===== src/gpdpw_regs.svh =====
// register indices, field positions, reset values and timing counts of the gpio config block
`ifndef GPDPW_REGS_SVH
`define GPDPW_REGS_SVH

// register indices; byte address is four times the index
`define GPDPW_IX_FLAG    16'h4610
`define GPDPW_IX_IEN     16'h4612
`define GPDPW_IX_CFGA    16'h4630
`define GPDPW_IX_CFGB    16'h4632
`define GPDPW_IX_CFGC    16'h4634
`define GPDPW_IX_CFGD    16'h4636
`define GPDPW_IX_OEH     16'h4714
`define GPDPW_IX_OEL     16'h4716
`define GPDPW_IX_OESETH  16'h4718
`define GPDPW_IX_OESETL  16'h471A
`define GPDPW_IX_OECLRH  16'h471C
`define GPDPW_IX_OECLRL  16'h471E
`define GPDPW_IX_PDH     16'h4720
`define GPDPW_IX_PDL     16'h4722
`define GPDPW_IX_PUH     16'h4724
`define GPDPW_IX_PUL     16'h4726
`define GPDPW_IX_WAKEL   16'h4728
`define GPDPW_IX_WSTAT   16'h472A

// field positions
`define GPDPW_CFG_FILT   8
`define GPDPW_CFG_MLSB   5
`define GPDPW_CFG_MMSB   7
`define GPDPW_NCH        4

// reset values
`define GPDPW_RST16      16'h0000
`define GPDPW_RST4       4'h0

// filter settle time, least time so rounded up
`define GPDPW_CLK_NS     10
`define GPDPW_FILT_NS    40
`define GPDPW_FILT_CYC   ((`GPDPW_FILT_NS + `GPDPW_CLK_NS - 1) / `GPDPW_CLK_NS)

`endif


===== src/gpdpw_pkg.sv =====
// types shared by the gpio config block
package gpdpw_pkg;

  // channel trigger modes; 6 and 7 are not legal
  typedef enum logic [2:0] {
    GPDPW_TM_OFF  = 3'b000,
    GPDPW_TM_RISE = 3'b001,
    GPDPW_TM_FALL = 3'b010,
    GPDPW_TM_BOTH = 3'b011,
    GPDPW_TM_HIGH = 3'b100,
    GPDPW_TM_LOW  = 3'b101
  } gpdpw_trig_t;

  // classic wishbone request from the master
  typedef struct packed {
    logic        cyc;
    logic        stb;
    logic        we;
    logic [31:0] adr;
    logic [3:0]  sel;
    logic [31:0] dat;
  } gpdpw_wb_req_t;

  // per-channel configuration
  typedef struct packed {
    logic        filt;
    gpdpw_trig_t mode;
  } gpdpw_cfg_t;

endpackage : gpdpw_pkg


===== src/gpdpw_top.sv =====
// gpio direction, pull, wake and external interrupt configuration with wishbone slave
`timescale 1ns/1ns
`include "gpdpw_regs.svh"

module gpdpw_top
  import gpdpw_pkg::*;
#(
  parameter int FILT_CYC = `GPDPW_FILT_CYC  // filter settle cycles
) (
  input  wire logic          clk_i,       // 100 MHz clock
  input  wire logic          rst_i,       // sync reset, high
  input  wire gpdpw_wb_req_t wb_i,        // wishbone request
  output logic [31:0]        wb_dat_o,    // read data
  output logic               wb_ack_o,    // acknowledge
  input  wire logic [16:0]   pin_i,       // pin levels
  input  wire logic [3:0]    ext_int_i,   // channel sources a..d
  output logic [16:0]        oe_o,        // output enables
  output logic [16:0]        pd_o,        // pull-down enables
  output logic [16:0]        pu_o,        // pull-up enables
  output logic [3:0]         chan_req_o,  // per-channel requests
  output logic               irq_o,       // any channel request
  output logic               wake_o       // wake event pending
);

  // refuse filter counts the counter cannot hold
  if (FILT_CYC < 1 || FILT_CYC > 255) begin : g_bad_filt
    $error("FILT_CYC must be 1 to 255");
  end

  localparam logic [7:0] FILT_LAST = 8'(FILT_CYC - 1);

  ////////////////////////////////////////////////////////////////////////////
  // registers
  logic [15:0]      oel_r, pdl_r, pul_r, wake_en_r, wstat_r;
  logic             oeh_r, pdh_r, puh_r;
  logic [3:0]       flag_r, ien_r;
  gpdpw_cfg_t       cfg_r [`GPDPW_NCH];
  logic             ack_r;
  logic [31:0]      dat_r;

  ////////////////////////////////////////////////////////////////////////////
  // bus decode; offsets are indices so low two address bits must be zero
  wire        req     = wb_i.cyc & wb_i.stb;
  wire        in_rng  = (wb_i.adr[31:18] == 14'h0000) && (wb_i.adr[1:0] == 2'b00);
  wire [15:0] idx     = wb_i.adr[17:2];
  // writes land on the edge where the master sees ack
  wire        wr      = req & wb_i.we & ack_r & in_rng;
  wire [15:0] wm      = {{8{wb_i.sel[1]}}, {8{wb_i.sel[0]}}};
  wire [15:0] wd      = wb_i.dat[15:0] & wm;

  wire hit_flag   = idx == `GPDPW_IX_FLAG;
  wire hit_ien    = idx == `GPDPW_IX_IEN;
  wire hit_oeh    = idx == `GPDPW_IX_OEH;
  wire hit_oel    = idx == `GPDPW_IX_OEL;
  wire hit_oeseth = idx == `GPDPW_IX_OESETH;
  wire hit_oesetl = idx == `GPDPW_IX_OESETL;
  wire hit_oeclrh = idx == `GPDPW_IX_OECLRH;
  wire hit_oeclrl = idx == `GPDPW_IX_OECLRL;
  wire hit_pdh    = idx == `GPDPW_IX_PDH;
  wire hit_pdl    = idx == `GPDPW_IX_PDL;
  wire hit_puh    = idx == `GPDPW_IX_PUH;
  wire hit_pul    = idx == `GPDPW_IX_PUL;
  wire hit_wake   = idx == `GPDPW_IX_WAKEL;
  wire hit_wstat  = idx == `GPDPW_IX_WSTAT;
  wire [3:0] hit_cfg = {idx == `GPDPW_IX_CFGD, idx == `GPDPW_IX_CFGC,
                        idx == `GPDPW_IX_CFGB, idx == `GPDPW_IX_CFGA};

  ////////////////////////////////////////////////////////////////////////////
  // input synchronisers: three stages, a change counts once stages 2 and 3 agree
  logic [20:0] s1_r, s2_r, s3_r, lvl_r;
  wire  [20:0] agree   = ~(s2_r ^ s3_r);
  wire  [20:0] lvl_nxt = (agree & s3_r) | (~agree & lvl_r);

  always_ff @(posedge clk_i) begin
    if (rst_i) begin
      s1_r  <= 21'h000000;
      s2_r  <= 21'h000000;
      s3_r  <= 21'h000000;
      lvl_r <= 21'h000000;
    end else begin
      s1_r  <= {ext_int_i, pin_i};
      s2_r  <= s1_r;
      s3_r  <= s2_r;
      lvl_r <= lvl_nxt;
    end
  end

  wire [16:0] pin_lvl = lvl_r[16:0];
  wire [3:0]  ext_lvl = lvl_r[20:17];

  ////////////////////////////////////////////////////////////////////////////
  // wake monitoring: a settled change on an enabled pin is a sticky event
  logic [15:0] pin_prev_r;
  wire  [15:0] wake_evt  = (pin_lvl[15:0] ^ pin_prev_r) & wake_en_r;
  wire  [15:0] wstat_clr = (wr & hit_wstat) ? wd : 16'h0000;
  // set wins over a clear in the same cycle
  wire  [15:0] wstat_nxt = (wstat_r & ~wstat_clr) | wake_evt;

  always_ff @(posedge clk_i) begin
    if (rst_i) begin
      pin_prev_r <= `GPDPW_RST16;
      wstat_r    <= `GPDPW_RST16;
    end else begin
      pin_prev_r <= pin_lvl[15:0];
      wstat_r    <= wstat_nxt;
    end
  end

  ////////////////////////////////////////////////////////////////////////////
  // external channels: optional filter, then edge or level detection
  logic [3:0] trig;

  for (genvar c = 0; c < `GPDPW_NCH; c++) begin : g_ch
    logic [7:0] cnt_r;
    logic       filt_lvl_r, prev_r;
    // filter holds off a new level until it has stood FILT_CYC cycles
    wire        differ = ext_lvl[c] != filt_lvl_r;
    wire        settle = differ & (cnt_r == FILT_LAST);
    wire        src    = cfg_r[c].filt ? filt_lvl_r : ext_lvl[c];
    wire        rise   = src & ~prev_r;
    wire        fall   = ~src & prev_r;
    logic       hit;

    always_ff @(posedge clk_i) begin
      if (rst_i) begin
        cnt_r      <= 8'h00;
        filt_lvl_r <= 1'b0;
        prev_r     <= 1'b0;
      end else begin
        cnt_r      <= (differ & ~settle) ? cnt_r + 8'h01 : 8'h00;
        filt_lvl_r <= (settle | ~cfg_r[c].filt) ? ext_lvl[c] : filt_lvl_r;
        prev_r     <= src;
      end
    end

    // codes 6 and 7 are reserved and simply never trigger
    always_comb begin
      unique case (cfg_r[c].mode)
        GPDPW_TM_OFF:  hit = 1'b0;
        GPDPW_TM_RISE: hit = rise;
        GPDPW_TM_FALL: hit = fall;
        GPDPW_TM_BOTH: hit = rise | fall;
        GPDPW_TM_HIGH: hit = src;
        GPDPW_TM_LOW:  hit = ~src;
        default:       hit = 1'b0;
      endcase
    end
    assign trig[c] = hit;
  end

  ////////////////////////////////////////////////////////////////////////////
  // pending flags: level modes keep setting while the level holds
  wire [3:0] flag_clr = (wr & hit_flag) ? wd[3:0] : 4'h0;
  wire [3:0] flag_nxt = (flag_r & ~flag_clr) | trig;

  always_ff @(posedge clk_i) begin
    if (rst_i) begin
      flag_r <= `GPDPW_RST4;
    end else begin
      flag_r <= flag_nxt;
    end
  end

  ////////////////////////////////////////////////////////////////////////////
  // output enables: in the set and clear registers only written ones act, zeros leave bits alone
  wire [15:0] oel_set = (wr & hit_oesetl) ? wd : 16'h0000;
  wire [15:0] oel_clr = (wr & hit_oeclrl) ? wd : 16'h0000;
  wire [15:0] oel_wr  = (wr & hit_oel) ? ((oel_r & ~wm) | wd) : oel_r;
  wire [15:0] oel_nxt = (oel_wr | oel_set) & ~oel_clr;
  wire        oeh_set = wr & hit_oeseth & wd[0];
  wire        oeh_clr = wr & hit_oeclrh & wd[0];
  wire        oeh_wr  = (wr & hit_oeh & wm[0]) ? wd[0] : oeh_r;
  wire        oeh_nxt = (oeh_wr | oeh_set) & ~oeh_clr;

  always_ff @(posedge clk_i) begin
    if (rst_i) begin
      oel_r <= `GPDPW_RST16;
      oeh_r <= 1'b0;
    end else begin
      oel_r <= oel_nxt;
      oeh_r <= oeh_nxt;
    end
  end

  ////////////////////////////////////////////////////////////////////////////
  // plain read-write controls, byte lanes honoured
  always_ff @(posedge clk_i) begin
    if (rst_i) begin
      pdl_r     <= `GPDPW_RST16;
      pul_r     <= `GPDPW_RST16;
      wake_en_r <= `GPDPW_RST16;
      pdh_r     <= 1'b0;
      puh_r     <= 1'b0;
      ien_r     <= `GPDPW_RST4;
    end else if (wr) begin
      if (hit_pdl)  pdl_r     <= (pdl_r & ~wm) | wd;
      if (hit_pul)  pul_r     <= (pul_r & ~wm) | wd;
      if (hit_wake) wake_en_r <= (wake_en_r & ~wm) | wd;
      if (hit_pdh & wm[0]) pdh_r <= wd[0];
      if (hit_puh & wm[0]) puh_r <= wd[0];
      if (hit_ien & wm[0]) ien_r <= wd[3:0];
    end
  end

  // channel configuration; mode sits in the low lane, filter in the high
  always_ff @(posedge clk_i) begin
    if (rst_i) begin
      for (int i = 0; i < `GPDPW_NCH; i++) begin
        cfg_r[i] <= '{filt: 1'b0, mode: GPDPW_TM_OFF};
      end
    end else begin
      for (int i = 0; i < `GPDPW_NCH; i++) begin
        if (wr & hit_cfg[i] & wm[`GPDPW_CFG_FILT]) begin
          cfg_r[i].filt <= wd[`GPDPW_CFG_FILT];
        end
        if (wr & hit_cfg[i] & wm[0]) begin
          cfg_r[i].mode <= gpdpw_trig_t'(wd[`GPDPW_CFG_MMSB:`GPDPW_CFG_MLSB]);
        end
      end
    end
  end

  ////////////////////////////////////////////////////////////////////////////
  // read mux; set/clear registers and unmapped words read zero
  function automatic logic [15:0] cfg_word(input gpdpw_cfg_t c);
    cfg_word = {7'h00, c.filt, c.mode, 5'h00};
  endfunction : cfg_word

  wire [15:0] rd_val =
      hit_flag   ? {12'h000, flag_r}    :
      hit_ien    ? {12'h000, ien_r}     :
      hit_cfg[0] ? cfg_word(cfg_r[0])   :
      hit_cfg[1] ? cfg_word(cfg_r[1])   :
      hit_cfg[2] ? cfg_word(cfg_r[2])   :
      hit_cfg[3] ? cfg_word(cfg_r[3])   :
      hit_oeh    ? {15'h0000, oeh_r}    :
      hit_oel    ? oel_r                :
      hit_pdh    ? {15'h0000, pdh_r}    :
      hit_pdl    ? pdl_r                :
      hit_puh    ? {15'h0000, puh_r}    :
      hit_pul    ? pul_r                :
      hit_wake   ? wake_en_r            :
      hit_wstat  ? wstat_r              : 16'h0000;

  // single wait state: ack one cycle after the request, dropped next
  always_ff @(posedge clk_i) begin
    if (rst_i) begin
      ack_r <= 1'b0;
      dat_r <= 32'h00000000;
    end else begin
      ack_r <= req & ~ack_r;
      if (req & ~ack_r) begin
        dat_r <= in_rng ? {16'h0000, rd_val} : 32'h00000000;
      end
    end
  end

  ////////////////////////////////////////////////////////////////////////////
  // outputs
  assign wb_ack_o   = ack_r;
  assign wb_dat_o   = dat_r;
  assign oe_o       = {oeh_r, oel_r};
  assign pd_o       = {pdh_r, pdl_r};
  assign pu_o       = {puh_r, pul_r};
  assign chan_req_o = flag_r & ien_r;
  assign irq_o      = |chan_req_o;
  assign wake_o     = |wstat_r;
endmodule : gpdpw_top


===== config.mk =====
export PLATFORM = sky130hd
export DESIGN_NAME = gpdpw_top
export DESIGN_NICKNAME = d
export VERILOG_FILES = /design/src/gpdpw_pkg.sv /design/src/gpdpw_top.sv
export VERILOG_INCLUDE_DIRS = /design/src
export SDC_FILE = /design/constraint.sdc
export NUM_CORES = 1
export LEC_CHECK = 0
export CORE_AREA = 10 10 152 154
export DETAILED_ROUTE_END_ITERATION = 8
export DIE_AREA = 0 0 162 164
export DONT_BUFFER_PORTS = 1
export GPL_TIMING_DRIVEN = 0
export PLACE_DENSITY = 0.73
export RECOVER_POWER = 25
export SLEW_MARGIN = 40
export SYNTH_ARGS = -nofsm -noshare
export SYNTH_HDL_FRONTEND = slang
export SYNTH_SLANG_ARGS = --single-unit

===== constraint.sdc =====
create_clock -name clk_i -period 2 [get_ports clk_i]
set_input_delay 0.3 -clock clk_i [delete_from_list [all_inputs] [get_ports clk_i]]
set_output_delay 0.3 -clock clk_i [all_outputs]
set_load 0.01 [all_outputs]

==> After elaboration in Yosys (flattened, before gate mapping) <==
Memory sizes are Yosys's and may differ from the RTL's.
Cells that the tools add are included.
{ "totals": {"ff_bits": 264, "mem_bits_rw": 16, "inputBits": 94, "output_inout_bits": 90, "wordCells": 273, "n_memories": 1} }
{ "mem_list": {"columns": ["name", "depth", "word_bits", "rd", "rd_clocked_by_memory_dff", "wr", "line_no", "source"], "rows": [
  ["cfg_r", 4, 4, 4, 0, 4, "gpdpw_top.sv:37", "gpdpw_cfg_t cfg_r [`GPDPW_NCH];"]
]} }
{ "classes": {"n_addsub": 4, "n_eq_ne": 46, "n_mux": 63, "n_bitwise": 115, "n_reduce_logical": 15} }
{ "op_table": {"columns": ["operator", "n"], "rows": [
  ["2-to-1 mux 16 bit", 19],
  ["== test 16 x 15 -> 1 bit (second input constant)", 18],
  ["bitwise AND 16 bit", 8],
  ["bitwise OR 16 bit", 6],
  ["bitwise AND 1 bit", 48],
  ["NOT 16 bit", 3],
  ["bitwise AND 21 bit", 2],
  ["NOT 21 bit", 2],
  ["2-to-1 mux 1 bit", 35],
  ["adder 8 x 1 -> 8 bit (second input constant)", 4],
  ["== test 8 x 2 -> 1 bit (second input constant)", 4],
  ["== test 3 x 2 -> 1 bit (second input constant)", 8],
  ["== test 3 bit (second input constant)", 8],
  ["NOT 1 bit", 22],
  ["bitwise OR 21 bit", 1],
  ["XOR 21 bit", 1],
  ["one-hot mux 1 bit (5 select lines)", 4],
  ["bitwise OR 1 bit", 17],
  ["OR reduction 16 bit", 1],
  ["XOR 16 bit", 1],
  ["logical NOT 14 bit", 1],
  ["== test 3 x 1 -> 1 bit (second input constant)", 4],
  ["2-to-1 mux 3 bit", 4],
  ["AND reduction 2 bit", 6],
  ["9 further kinds", 16]
]} }

==> Logic depth before layout (Yosys ltp) <==
Gate-level depths: netlist of the first run.
{ "depth": {"word_depth": 16, "mapped_depth": 8} }

==> Worst setup path before layout of the first run <==
OpenSTA, ideal clock, no wires.
{ "synth_path": {"path_type": "in2reg", "start": "input port wb_i[38] (netlist bit)", "end": "memory cfg_r[2][0] (netlist bit) (enable)", "t_arrival_ns": 1.838, "required_ns": 1.674, "slack_ns": -0.164, "stages": 6, "n_path_buf": 2, "path_cell_list": "buf_2 > or4b_2 > clkbuf_1 > nor2_1 > nand2_1 > o21bai_1"} }
{ "synth_rtl": {"columns": ["item", "line_no", "source"], "rows": [
  ["from (decl)", "gpdpw_top.sv:12", "input wire gpdpw_wb_req_t wb_i,"],
  ["to (decl)", "gpdpw_top.sv:37", null]
]} }

==> Worst setup path in the final report of the first run <==
{ "layout_path": {"start": "register flag_r[3]", "end": "output port irq_o"} }
{ "layout_via": {"elab_chain_cells": 2} }
{ "layout_rtl": {"columns": ["item", "line_no", "source"], "rows": [
  ["from (decl)", "gpdpw_top.sv:36", "logic [3:0] flag_r, ien_r;"],
  ["from (signal assigned)", "gpdpw_top.sv:158", "flag_r <= `GPDPW_RST4;"],
  ["from (signal assigned)", "gpdpw_top.sv:160", "flag_r <= flag_nxt;"],
  ["bitwise AND 4 bit", "gpdpw_top.sv:265", "assign chan_req_o = flag_r & ien_r;"],
  ["named net chan_req_o[3]", "gpdpw_top.sv:20", "output logic [3:0] chan_req_o,"],
  ["OR reduction 4 bit", "gpdpw_top.sv:266", "assign irq_o = |chan_req_o;"],
  ["to (decl)", "gpdpw_top.sv:21", "output logic irq_o,"]
]} }
The timed path passes the listed nets, and every way through them passes these cells.

==> qor.yml, run 1 <==
critical_path:
  worst-path-max-fanout: 3
  worst_setup_path_start_kind: "register"
  path_class: "register to output pin"
  worstPathArrival_ns: 1.69
  end_kind: "output pin"
  required_ns: 1.70
timing:
  hold_ws_ns: 0.02005
  hold_viol: 0
  skew_ns: 0.01227
  fmax_mhz: 502.6
  period_share: 0.9947
  tightest_slew_ns: 0.8414
  relSlewSlack: 0.4390
  setup_viol: 0
  drv_slew: 0
  fin_crit_ns: 1.989
  layout_setup_ws_ns: 0.01053
  rsz0062_at_grt: "no"
global_routing:
  grt_pass1_vias: 9363
  grt.total_usage: 0.2507
  grt_pass1_wl_mm: 53.39
  grt_max_degree: 16
  grt-ovfl-total: 0
  antenna_found_initial: 1
hold_path:
  hp-class: "input port to register"
floorplanning:
  rows: 52
  die_h_um: 164
  die_area_um2: 26570
  die_x_um: 162
  ios: 184
  core_area_um2: 20040
  initial_core_util: 0.5623
clock_network:
  numClockSinks: 260
  cts_buffer_depth: 3
  cts_tree: "yes"
  worstSkewPairLatency_ns: 0.55
  cts_made_buffers: 27
  clkTransAtPathRegs_ns: 0.07
  h-tree-depth: 1
  cts_root_buffer: "clkbuf_16"
yosys:
  syn_area_um2: 11270
  synth-async-reset-ratio: 0
  syn_inst: 1231
  synth-main-ff-cell: "dfxtp_1"
  synth_edf_count: 16
  ys_seq_elements: 260
  yosys_warnings: 0
  yosysSeqAreaShare: 0.4762
  syn_area_per_cell_um2: 9.153
  synth_cell_types: 69
placed_design:
  port_buffers: 0
  hpwl_mm: 24.88
  gp_congestion: 0.9564
  pre_cts_ws_ns: -0.7436
route:
  dr.pass1.iters: 6
  wl_mm: 34.55
  drt-vias-per-instance: 6.014
  vias: 9706
  wl_per_cell_um: 21.41
  drt-initial-drc-count: 946
  drtAntennaViolNets: 0
  drc: 0
pwr:
  p_per_area_nw_per_um2: 902.5
  peakVddDrop_mv: 0.6884
  p_leak_nw: 5.080
layout:
  nets: 1427
  area.growth.synth_to_final_pct: 18.38
  drive_gt1_frac: 0.1125
flow_run:
  drv_cap: 0
run_status:
  status: "complete, no violations"
cell usage in the layout, fill, tap and decap left out, drive strengths merged, types with 5 or more instances in the layout:
cell	n
dfxtp	244
nand2	120
nor2	114
o21ai	90
nor2b	85
clkbuf	84
a21oi	69
nand3	55
mux2i	51
buf	47
dlygate4sd3	36
xor2	31
a22oi	29
nor3	25
a211oi	21
and3	20
inv	17
xnor2	16
conb	16
edfxtp	16
nor4	14
ha	12
nand4	12
a221oi	11
bufinv	10
a21boi	8
nor4b	8
o31ai	7
and4	6
clkinv	5
per-layer routing:
metal / track usage / vias to the layer above / part of all wire
met3: 0.08986 / 104 / 0.14
met2: 0.3909 / 603 / 0.44
met5: 0 / - / 0.00032
li1: - / 4508 / -
met4: 0.09636 / 2 / 0.040
met1: 0.3119 / 4489 / 0.39
critical path, cell delays in order, from the launching register on:
cell,delay (ns)
dfxtp_1,0.34
and2_2,0.25
or4_4,0.55
report_power, final:
part | switching, mW | total [mW] | internal, mW
Clock | 2.18 | 6.19 | 4.01
Combinational | 0.316 | 0.501 | 0.185
Sequential | 0.0449 | 5.34 | 5.30
Total | 2.54 | 12.0 | 9.50
path summary, 6_finish.rpt:
check | start | end | slack (ns) | cells after the start
worst max register to register | cfg_r[0][3] | flag_r[0] | 0.09 | 8
worst max-delay path | flag_r[3] | irq_o | 0.01 | 2
worst min-delay path | wb_i[9] | oel_r[9] | 0.02 | 3
worst min register to register | s1_r[18] | s2_r[18] | 0.43 | 1
through the flow:
step                  util  cells  setup TNS (ns)  total power [mW]  cell area, µm²
floorplan                -   1246               0             5.725           11360
finish              0.6656   1614               0             12.04           13340
global route        0.6653   1612               0             12.33           13330
global placement    0.5840   1516          -57.41             5.838           11700
CTS                 0.6630   1611       -0.003287             12.06           13290
detailed placement  0.5840   1516          -65.07             5.846           11700
synthesized netlist by cell type (all sizes together), types with 6 or more instances:
cell type / n / area, µm²
a221oi: 11 / 96.34
inv: 14 / 52.55
o21ai: 90 / 450.4
nand4: 12 / 123.9
xnor2: 16 / 140.1
dfxtp: 244 / 4885
clkbuf: 53 / 198.9
and4: 6 / 57.56
ha: 12 / 150.1
a22oi: 29 / 217.7
nor2: 114 / 444.2
a211oi: 21 / 162.6
edfxtp: 16 / 480.5
a21boi: 8 / 60.06
xor2: 31 / 271.5
nor4b: 8 / 97.59
o31ai: 7 / 52.55
a21oi: 69 / 345.3
and3: 20 / 125.1
nor3: 25 / 125.1
nor2b: 85 / 531.8
nor4: 14 / 157.7
nand2: 120 / 450.4
mux2i: 51 / 510.5
nand3: 55 / 275.3
buf: 36 / 237.7
cell type report:
cell class	count	area (µm²)
fill	1645	6701
multi-input combinational	883	5560
sequential	260	5366
clock buffer	32	757.0
buffer	88	455.4
timing repair buffer	47	442.9
clock inverter	18	360.3
tap	270	337.8
inverter	14	52.55
antenna	2	5.005
cell families (layout without fill, tap and decap cells):
| kind of cell | after synthesis | after routing | synth area share |
|---|---|---|---|
| and+or+nand+nor | 493 | 493 | 0.2375 |
| other | 1 | 18 | 0.0003328 |
| adders and majority gates | 12 | 12 | 0.01333 |
| DFF | 260 | 260 | 0.4762 |
| xor gates and xnor gates | 47 | 47 | 0.03653 |
| muxes | 52 | 52 | 0.04731 |
| AOI/OAI and AO/OA | 263 | 263 | 0.1454 |
| buffers and inverters | 103 | 199 | 0.04342 |
repair_timing:
action	4_1_cts	5_1_grt
hold buffers	36	0
endpoints found under the hold margin	91	0
endpoints found under the setup margin	112	34
buffers inserted	10	1
resized for setup	9	18
pin swaps	4	1
No activity file was read; power rests on OpenSTA's default activity.
==> inputs of run 2 (changes only) <==
--- a/config.mk
+++ b/config.mk
@@ -11,7 +11,7 @@
 export DIE_AREA = 0 0 162 164
 export DONT_BUFFER_PORTS = 1
 export GPL_TIMING_DRIVEN = 0
-export PLACE_DENSITY = 0.73
+export PLACE_DENSITY = 0.78
 export RECOVER_POWER = 25
 export SLEW_MARGIN = 40
 export SYNTH_ARGS = -nofsm -noshare
==> run 2 against run 1 <==
  * Wire length decreased by 1.5%
  * Register-to-register slack got worse by 0.04 ns
  * Sequential power about the same
  * Total power decreased by 8.2%
  * Count of clock-buffer cells in the layout increased by 8
  * Die area unchanged
  * Sequential share of layout area increased by 0.60 points
  * Combinational power about the same
  * Critical path type unchanged
  * Largest cell class unchanged
==> qor.yml, run 2 (synthesis results as in run 1) <==
critical_path:
  crit_buf_inv: 0  # unchanged
  end_kind: "output pin"
  cp_slowest_cell: "or4_4"
  worstPathArrival_ns: 1.66  # -0.03 ns
  required_ns: 1.70  # about the same
  worst-path-max-fanout: 3  # unchanged
  path_cells: "and2_4 > or4_4"
  path_class: "register to output pin"
  slowest_delay_ns: 0.55  # about the same
  r2r_slack_ns: 0.05  # -0.04 ns
  critPathTopFamily: "simple AND/OR/NAND/NOR gates"
  worst_setup_path_start_kind: "register"
timing:
  fmax_mhz: 510.1  # +1.5%
  skew_ns: 0.01083  # -0.001438 ns
  layout_setup_ws_ns: 0.03946  # +0.02894 ns
  period_share: 0.9803  # -0.01447
  relSlewSlack: 0.4299  # -0.009147
  fin_crit_ns: 1.961  # -0.02894 ns
  drv_slew: 0  # unchanged
  setup_viol: 0  # unchanged
  hold_viol: 0  # unchanged
  tightest_slew_ns: 0.8552  # +0.01372 ns
route:
  dr.pass1.iters: 8  # +2
  vias: 9627  # -0.81%
  wl_mm: 34.04  # -1.5%
  drt-initial-drc-count: 933  # -1.4%
  drt-vias-per-instance: 5.976  # -0.63%
  wl_per_cell_um: 21.13  # -1.3%
  drc: 0  # unchanged
  drtAntennaViolNets: 0  # unchanged
layout:
  finalInstanceArea_um2: 13140  # -1.5%
  fillers: 1688  # +2.6%
  area.growth.synth_to_final_pct: 16.61
  layout_common_cells: "244 x dfxtp_1, 118 x nand2_1, 110 x nor2_1"
  drive_gt1_frac: 0.1076  # -0.004895
  final_common_cell: "dfxtp_1"
  seq_area_um2: 5365  # about the same
  nets: 1423  # -0.28%
  multiInputGateArea_um2: 5554  # -0.11%
placed_design:
  hpwl_mm: 24.60  # -1.1%
  gp_congestion: 0.9906  # +3.6%
  placed_area_um2: 11700  # unchanged
  pre_cts_ws_ns: -0.6621  # +0.08150 ns
  port_buffers: 0  # unchanged
floorplanning:
  ios: 184  # unchanged
  die_h_um: 164  # unchanged
  die_x_um: 162  # unchanged
  initial_core_util: 0.5623  # unchanged
  rows: 52  # unchanged
  core_area_um2: 20040  # unchanged
  die_area_um2: 26570  # unchanged
run_status:
  status: "complete, no violations"
clock_network:
  clkTransAtPathRegs_ns: 0.06  # about the same
  worstSkewPairLatency_ns: 0.55  # about the same
  h-tree-depth: 1  # unchanged
  cts_buffer_depth: 3  # unchanged
  numClockSinks: 260  # unchanged
  cts_made_buffers: 27  # unchanged
  cts_tree: "yes"
  cts_root_buffer: "clkbuf_16"
hold_path:
  hp-class: "input port to register"
global_routing:
  grt_pass1_vias: 9043  # -3.4%
  grt.total_usage: 0.2415  # -0.009159
  grt_max_degree: 15  # -1
  grt_pass1_wl_mm: 51.35  # -3.8%
  antenna_found_initial: 1  # unchanged
  grt-ovfl-total: 0  # unchanged
pwr:
  p_per_area_nw_per_um2: 840.8  # -6.8%
  peakVddDrop_mv: 0.6541  # -5.0%
  p_leak_nw: 4.982  # -1.9%
  finalPower_mw: 11.05  # -8.2%
flow_run:
  drv_cap: 0  # unchanged
[run 2: cell types whose count changed in the layout (fill, tap and decap cells not counted), sizes merged]
| cell | before | now |
|---|---|---|
| clkinv | 5 | 7 |
| clkbuf | 84 | 91 |
| buf | 47 | 44 |
| bufinv | 10 | 2 |
| inv | 17 | 15 |
| diode | 2 | 3 |
[run 2: repair_timing]
item                                   4_1_cts  5_1_grt
hold buffers                                36        0
endpoints found under the hold margin       91        0
setup endpoints to repair                  116       95
buffers inserted                             3        5
pin swaps                                    4        3
gates resized for setup                     10       18
[run 2: area by class of cell]
| class | count | share of cell area |
|---|---|---|
| plain buffers | 87 | 0.03447 |
| inverters | 14 | 0.004000 |
| clock buffers | 40 | 0.06218 |
| diodes | 3 | 0.0005714 |
| well taps | 270 | 0.02571 |
| repair buffers | 44 | 0.03295 |
| clock inverters | 10 | 0.009047 |
| flip-flops and latches | 260 | 0.4083 |
| multi-input cells | 883 | 0.4227 |
[run 2: metrics by stage]
step                 TNS (ns)    util  hold slack (ns)  std cells
finish                      0  0.6557          0.03389       1611
global route        -0.001308  0.6553          0.06241       1608
CTS                         0  0.6520          0.01830       1604
detailed placement     -58.19  0.5840           0.4204       1516
global placement       -54.30  0.5840           0.4151       1516
floorplan                   0       -           0.4138       1246
[run 2: worst paths after layout]
check	startpoint	endpoint	cells past startpoint
worst min-delay path	wb_i[10]	oel_r[10]	3
worst min register to register	s1_r[10]	s2_r[10]	1
worst max-delay path	flag_r[2]	irq_o	2
worst max register to register	wb_ack_o	cfg_r[1][2]	5
[run 2: layer usage]
| layer | track usage | wire (µm) |
|---|---|---|
| met3 | 0.08310 | 4301 |
| met5 | 0 | 0 |
| met1 | 0.3009 | 13460 |
| met4 | 0.09305 | 1289 |
| met2 | 0.3785 | 14990 |
[run 2: worst min-delay path: stages]
cell and delay [ns]:
nand2_1 0.06, nor2_1 0.11, a211oi_1 0.05
[run 2: report_power, final]
| group | leakage, nW | internal [mW] | switching [mW] |
|---|---|---|---|
| logic | 2.38 | 0.186 | 0.316 |
| clock network | 0.466 | 3.10 | 2.10 |
| registers | 2.14 | 5.30 | 0.0437 |
==> inputs of run 3 (changes only) <==
--- a/config.mk
+++ b/config.mk
@@ -6,12 +6,13 @@
 export SDC_FILE = /design/constraint.sdc
 export NUM_CORES = 1
 export LEC_CHECK = 0
-export CORE_AREA = 10 10 152 154
+export CORE_AREA = 10 10 155 157
 export DETAILED_ROUTE_END_ITERATION = 8
-export DIE_AREA = 0 0 162 164
+export DIE_AREA = 0 0 165 167
 export DONT_BUFFER_PORTS = 1
 export GPL_TIMING_DRIVEN = 0
-export PLACE_DENSITY = 0.78
+export MAX_ROUTING_LAYER = met4
+export PLACE_DENSITY = 0.75
 export RECOVER_POWER = 25
 export SLEW_MARGIN = 40
 export SYNTH_ARGS = -nofsm -noshare
==> run 3 against run 2 <==
  * Count of clock-buffer cells in the layout is 8 higher
  * Sequential power hardly changed
  * Combinational power is 1% higher
  * Critical endpoint unchanged
  * Highest routed layer unchanged
==> qor.yml, run 3 (synthesis results as in run 1) <==
run_status:
  status: "complete, no violations"
layout:
  final_common_cell: "dfxtp_1"
  drive_gt1_frac: 0.1085  # +0.0008462
  nets: 1431  # +0.56%
  area.growth.synth_to_final_pct: 16.86
  finalInstanceArea_um2: 13170  # +0.21%
  layout_common_cells: "243 x dfxtp_1, 118 x nand2_1, 110 x nor2_1"
  final_cell_count_no_fill: 1625  # +0.87%
hold_path:
  hold_end: "oel_r[15]"
  holdPathStages: 3  # unchanged
  hp-class: "input port to register"
  hp-start: "wb_i[15]"
floorplanning:
  ios: 184  # unchanged
  rows: 53  # +1.9%
  die_area_um2: 27560  # +3.7%
  die_h_um: 167  # +1.8%
  core_area_um2: 20820  # +3.9%
  initial_core_util: 0.5411  # -0.02115
  die_x_um: 165  # +1.9%
critical_path:
  r2r-start: "cfg_r[1][3]"
  path_class: "register to output pin"
  worst_setup_path_start_kind: "register"
  end_kind: "output pin"
  worst-path-max-fanout: 3  # unchanged
  reg2reg_depth: 8  # +3
  required_ns: 1.70  # about the same
  r2r_end: "flag_r[1]"
  worstPathArrival_ns: 1.66  # about the same
  r2r_slack_ns: 0.12  # +0.07 ns
timing:
  fin_crit_ns: 1.956  # -0.004482 ns
  rsz0062_at_grt: "no"
  tightest_slew_ns: 0.7988  # -0.05639 ns
  period_share: 0.9780  # -0.002241
  fmax_mhz: 511.2  # +0.23%
  setup_viol: 0  # unchanged
  drv_slew: 0  # unchanged
  relSlewSlack: 0.4675  # +0.03759
  skew_ns: 0.009044  # -0.001784 ns
  hold_viol: 0  # unchanged
flow_run:
  drv_cap: 0  # unchanged
placed_design:
  place_inst: 1521  # +0.33%
  hpwl_mm: 24.82  # +0.88%
  gp_congestion: 0.9708  # -2.0%
  port_buffers: 0  # unchanged
  placed_area_um2: 11710  # about the same
clock_network:
  numClockSinks: 260  # unchanged
  clkTransAtPathRegs_ns: 0.07  # about the same
  cts_root_buffer: "clkbuf_16"
  h-tree-depth: 1  # unchanged
  cts_buffer_depth: 3  # unchanged
  cts_tree: "yes"
  cts_made_buffers: 27  # unchanged
  worstSkewPairLatency_ns: 0.55  # about the same
global_routing:
  grt_pass1_vias: 9137  # +1.0%
  grt_pass1_wl_mm: 51.88  # +1.0%
  grt-ovfl-total: 0  # unchanged
  antenna_found_initial: 4  # +3
  grt.total_usage: 0.2412  # -0.0002588
  grt_max_degree: 15  # unchanged
pwr:
  p_leak_nw: 4.981  # about the same
  p_per_area_nw_per_um2: 822.6  # -2.2%
  finalPower_mw: 10.83  # -2.0%
  peakVddDrop_mv: 0.7647  # +17%
route:
  drt-initial-drc-count: 1013  # +8.6%
  dr.pass1.iters: 6  # -2
  drtAntennaViolNets: 0  # unchanged
  vias: 9718  # +0.95%
  wl_mm: 34.28  # +0.69%
  wl_per_cell_um: 21.09  # -0.17%
  drt-vias-per-instance: 5.980  # about the same
  drc: 0  # unchanged
run 3: repair_timing:
item | CTS | global route
resized for setup | 7 | 20
pin swaps | 3 | 4
endpoints found under the setup margin | 118 | 83
hold endpoints to repair | 91 | 0
hold buffers | 36 | 0
cloned | 0 | 0
buffers inserted | 5 | 10
run 3: critical path, stage by stage (launching register included):
cell     delay [ns]
dfxtp_1        0.36
and2_4         0.20
or4_4          0.55
run 3: area by class of cell:
cell class / count / area, µm²
Antenna cell: 4 / 10.01
Buffer: 88 / 455.4
Clock buffer: 48 / 865.8
Clock inverter: 2 / 31.28
Fill cell: 1730 / 7656
Inverter: 14 / 52.55
Multi-Input combinational cell: 883 / 5555
Sequential cell: 260 / 5366
Tap cell: 275 / 344.1
Timing Repair Buffer: 51 / 485.5
run 3: where the power goes:
| group | leakage (nW) | internal [mW] | switching (mW) | total, mW |
|---|---|---|---|---|
| Clock | 0.439 | 2.93 | 2.05 | 4.98 |
| Combinational | 2.40 | 0.189 | 0.318 | 0.507 |
| Sequential | 2.14 | 5.30 | 0.0421 | 5.34 |
run 3: worst max-delay path by stage:
stage	startpoint	endpoint	slack [ns]	cells after the start
2_1_floorplan	wb_i[38]	cfg_r[2][0]	0.002	6
3_3_place_gp	rst_i	register	-0.63	5
3_5_place_dp	rst_i	g_ch[3].filt_lvl_r	-0.66	5
4_1_cts	wb_ack_o	wb_dat_o[0]	-0.003	6
5_1_grt	wb_i[39]	wb_dat_o[14]	0.004	7
6_report	flag_r[2]	irq_o	0.04	2
run 3: per-stage QoR:
| step | hold slack, ns | worst slack (ns) | TNS [ns] | utilization |
|---|---|---|---|---|
| after floorplan | 0.4138 | 0.001685 | 0 | - |
| after detailed placement | 0.4204 | -0.6584 | -59.28 | 0.5623 |
| final | 0.009595 | 0.04395 | 0 | 0.6323 |
| after global placement | 0.4168 | -0.6261 | -52.35 | 0.5623 |
| after CTS | 0.001805 | -0.002798 | -0.002798 | 0.6257 |
| after global routing | 0.02247 | 0.004178 | 0 | 0.6323 |
run 3: routing by layer:
layer / up-vias / wire length (µm) / GRT usage
met5: - / 0 / -
met4: 0 / 1376 / 0.09168
met3: 111 / 4566 / 0.07175
met2: 584 / 14850 / 0.3522
met1: 4496 / 13490 / 0.3076
li1: 4527 / - / -
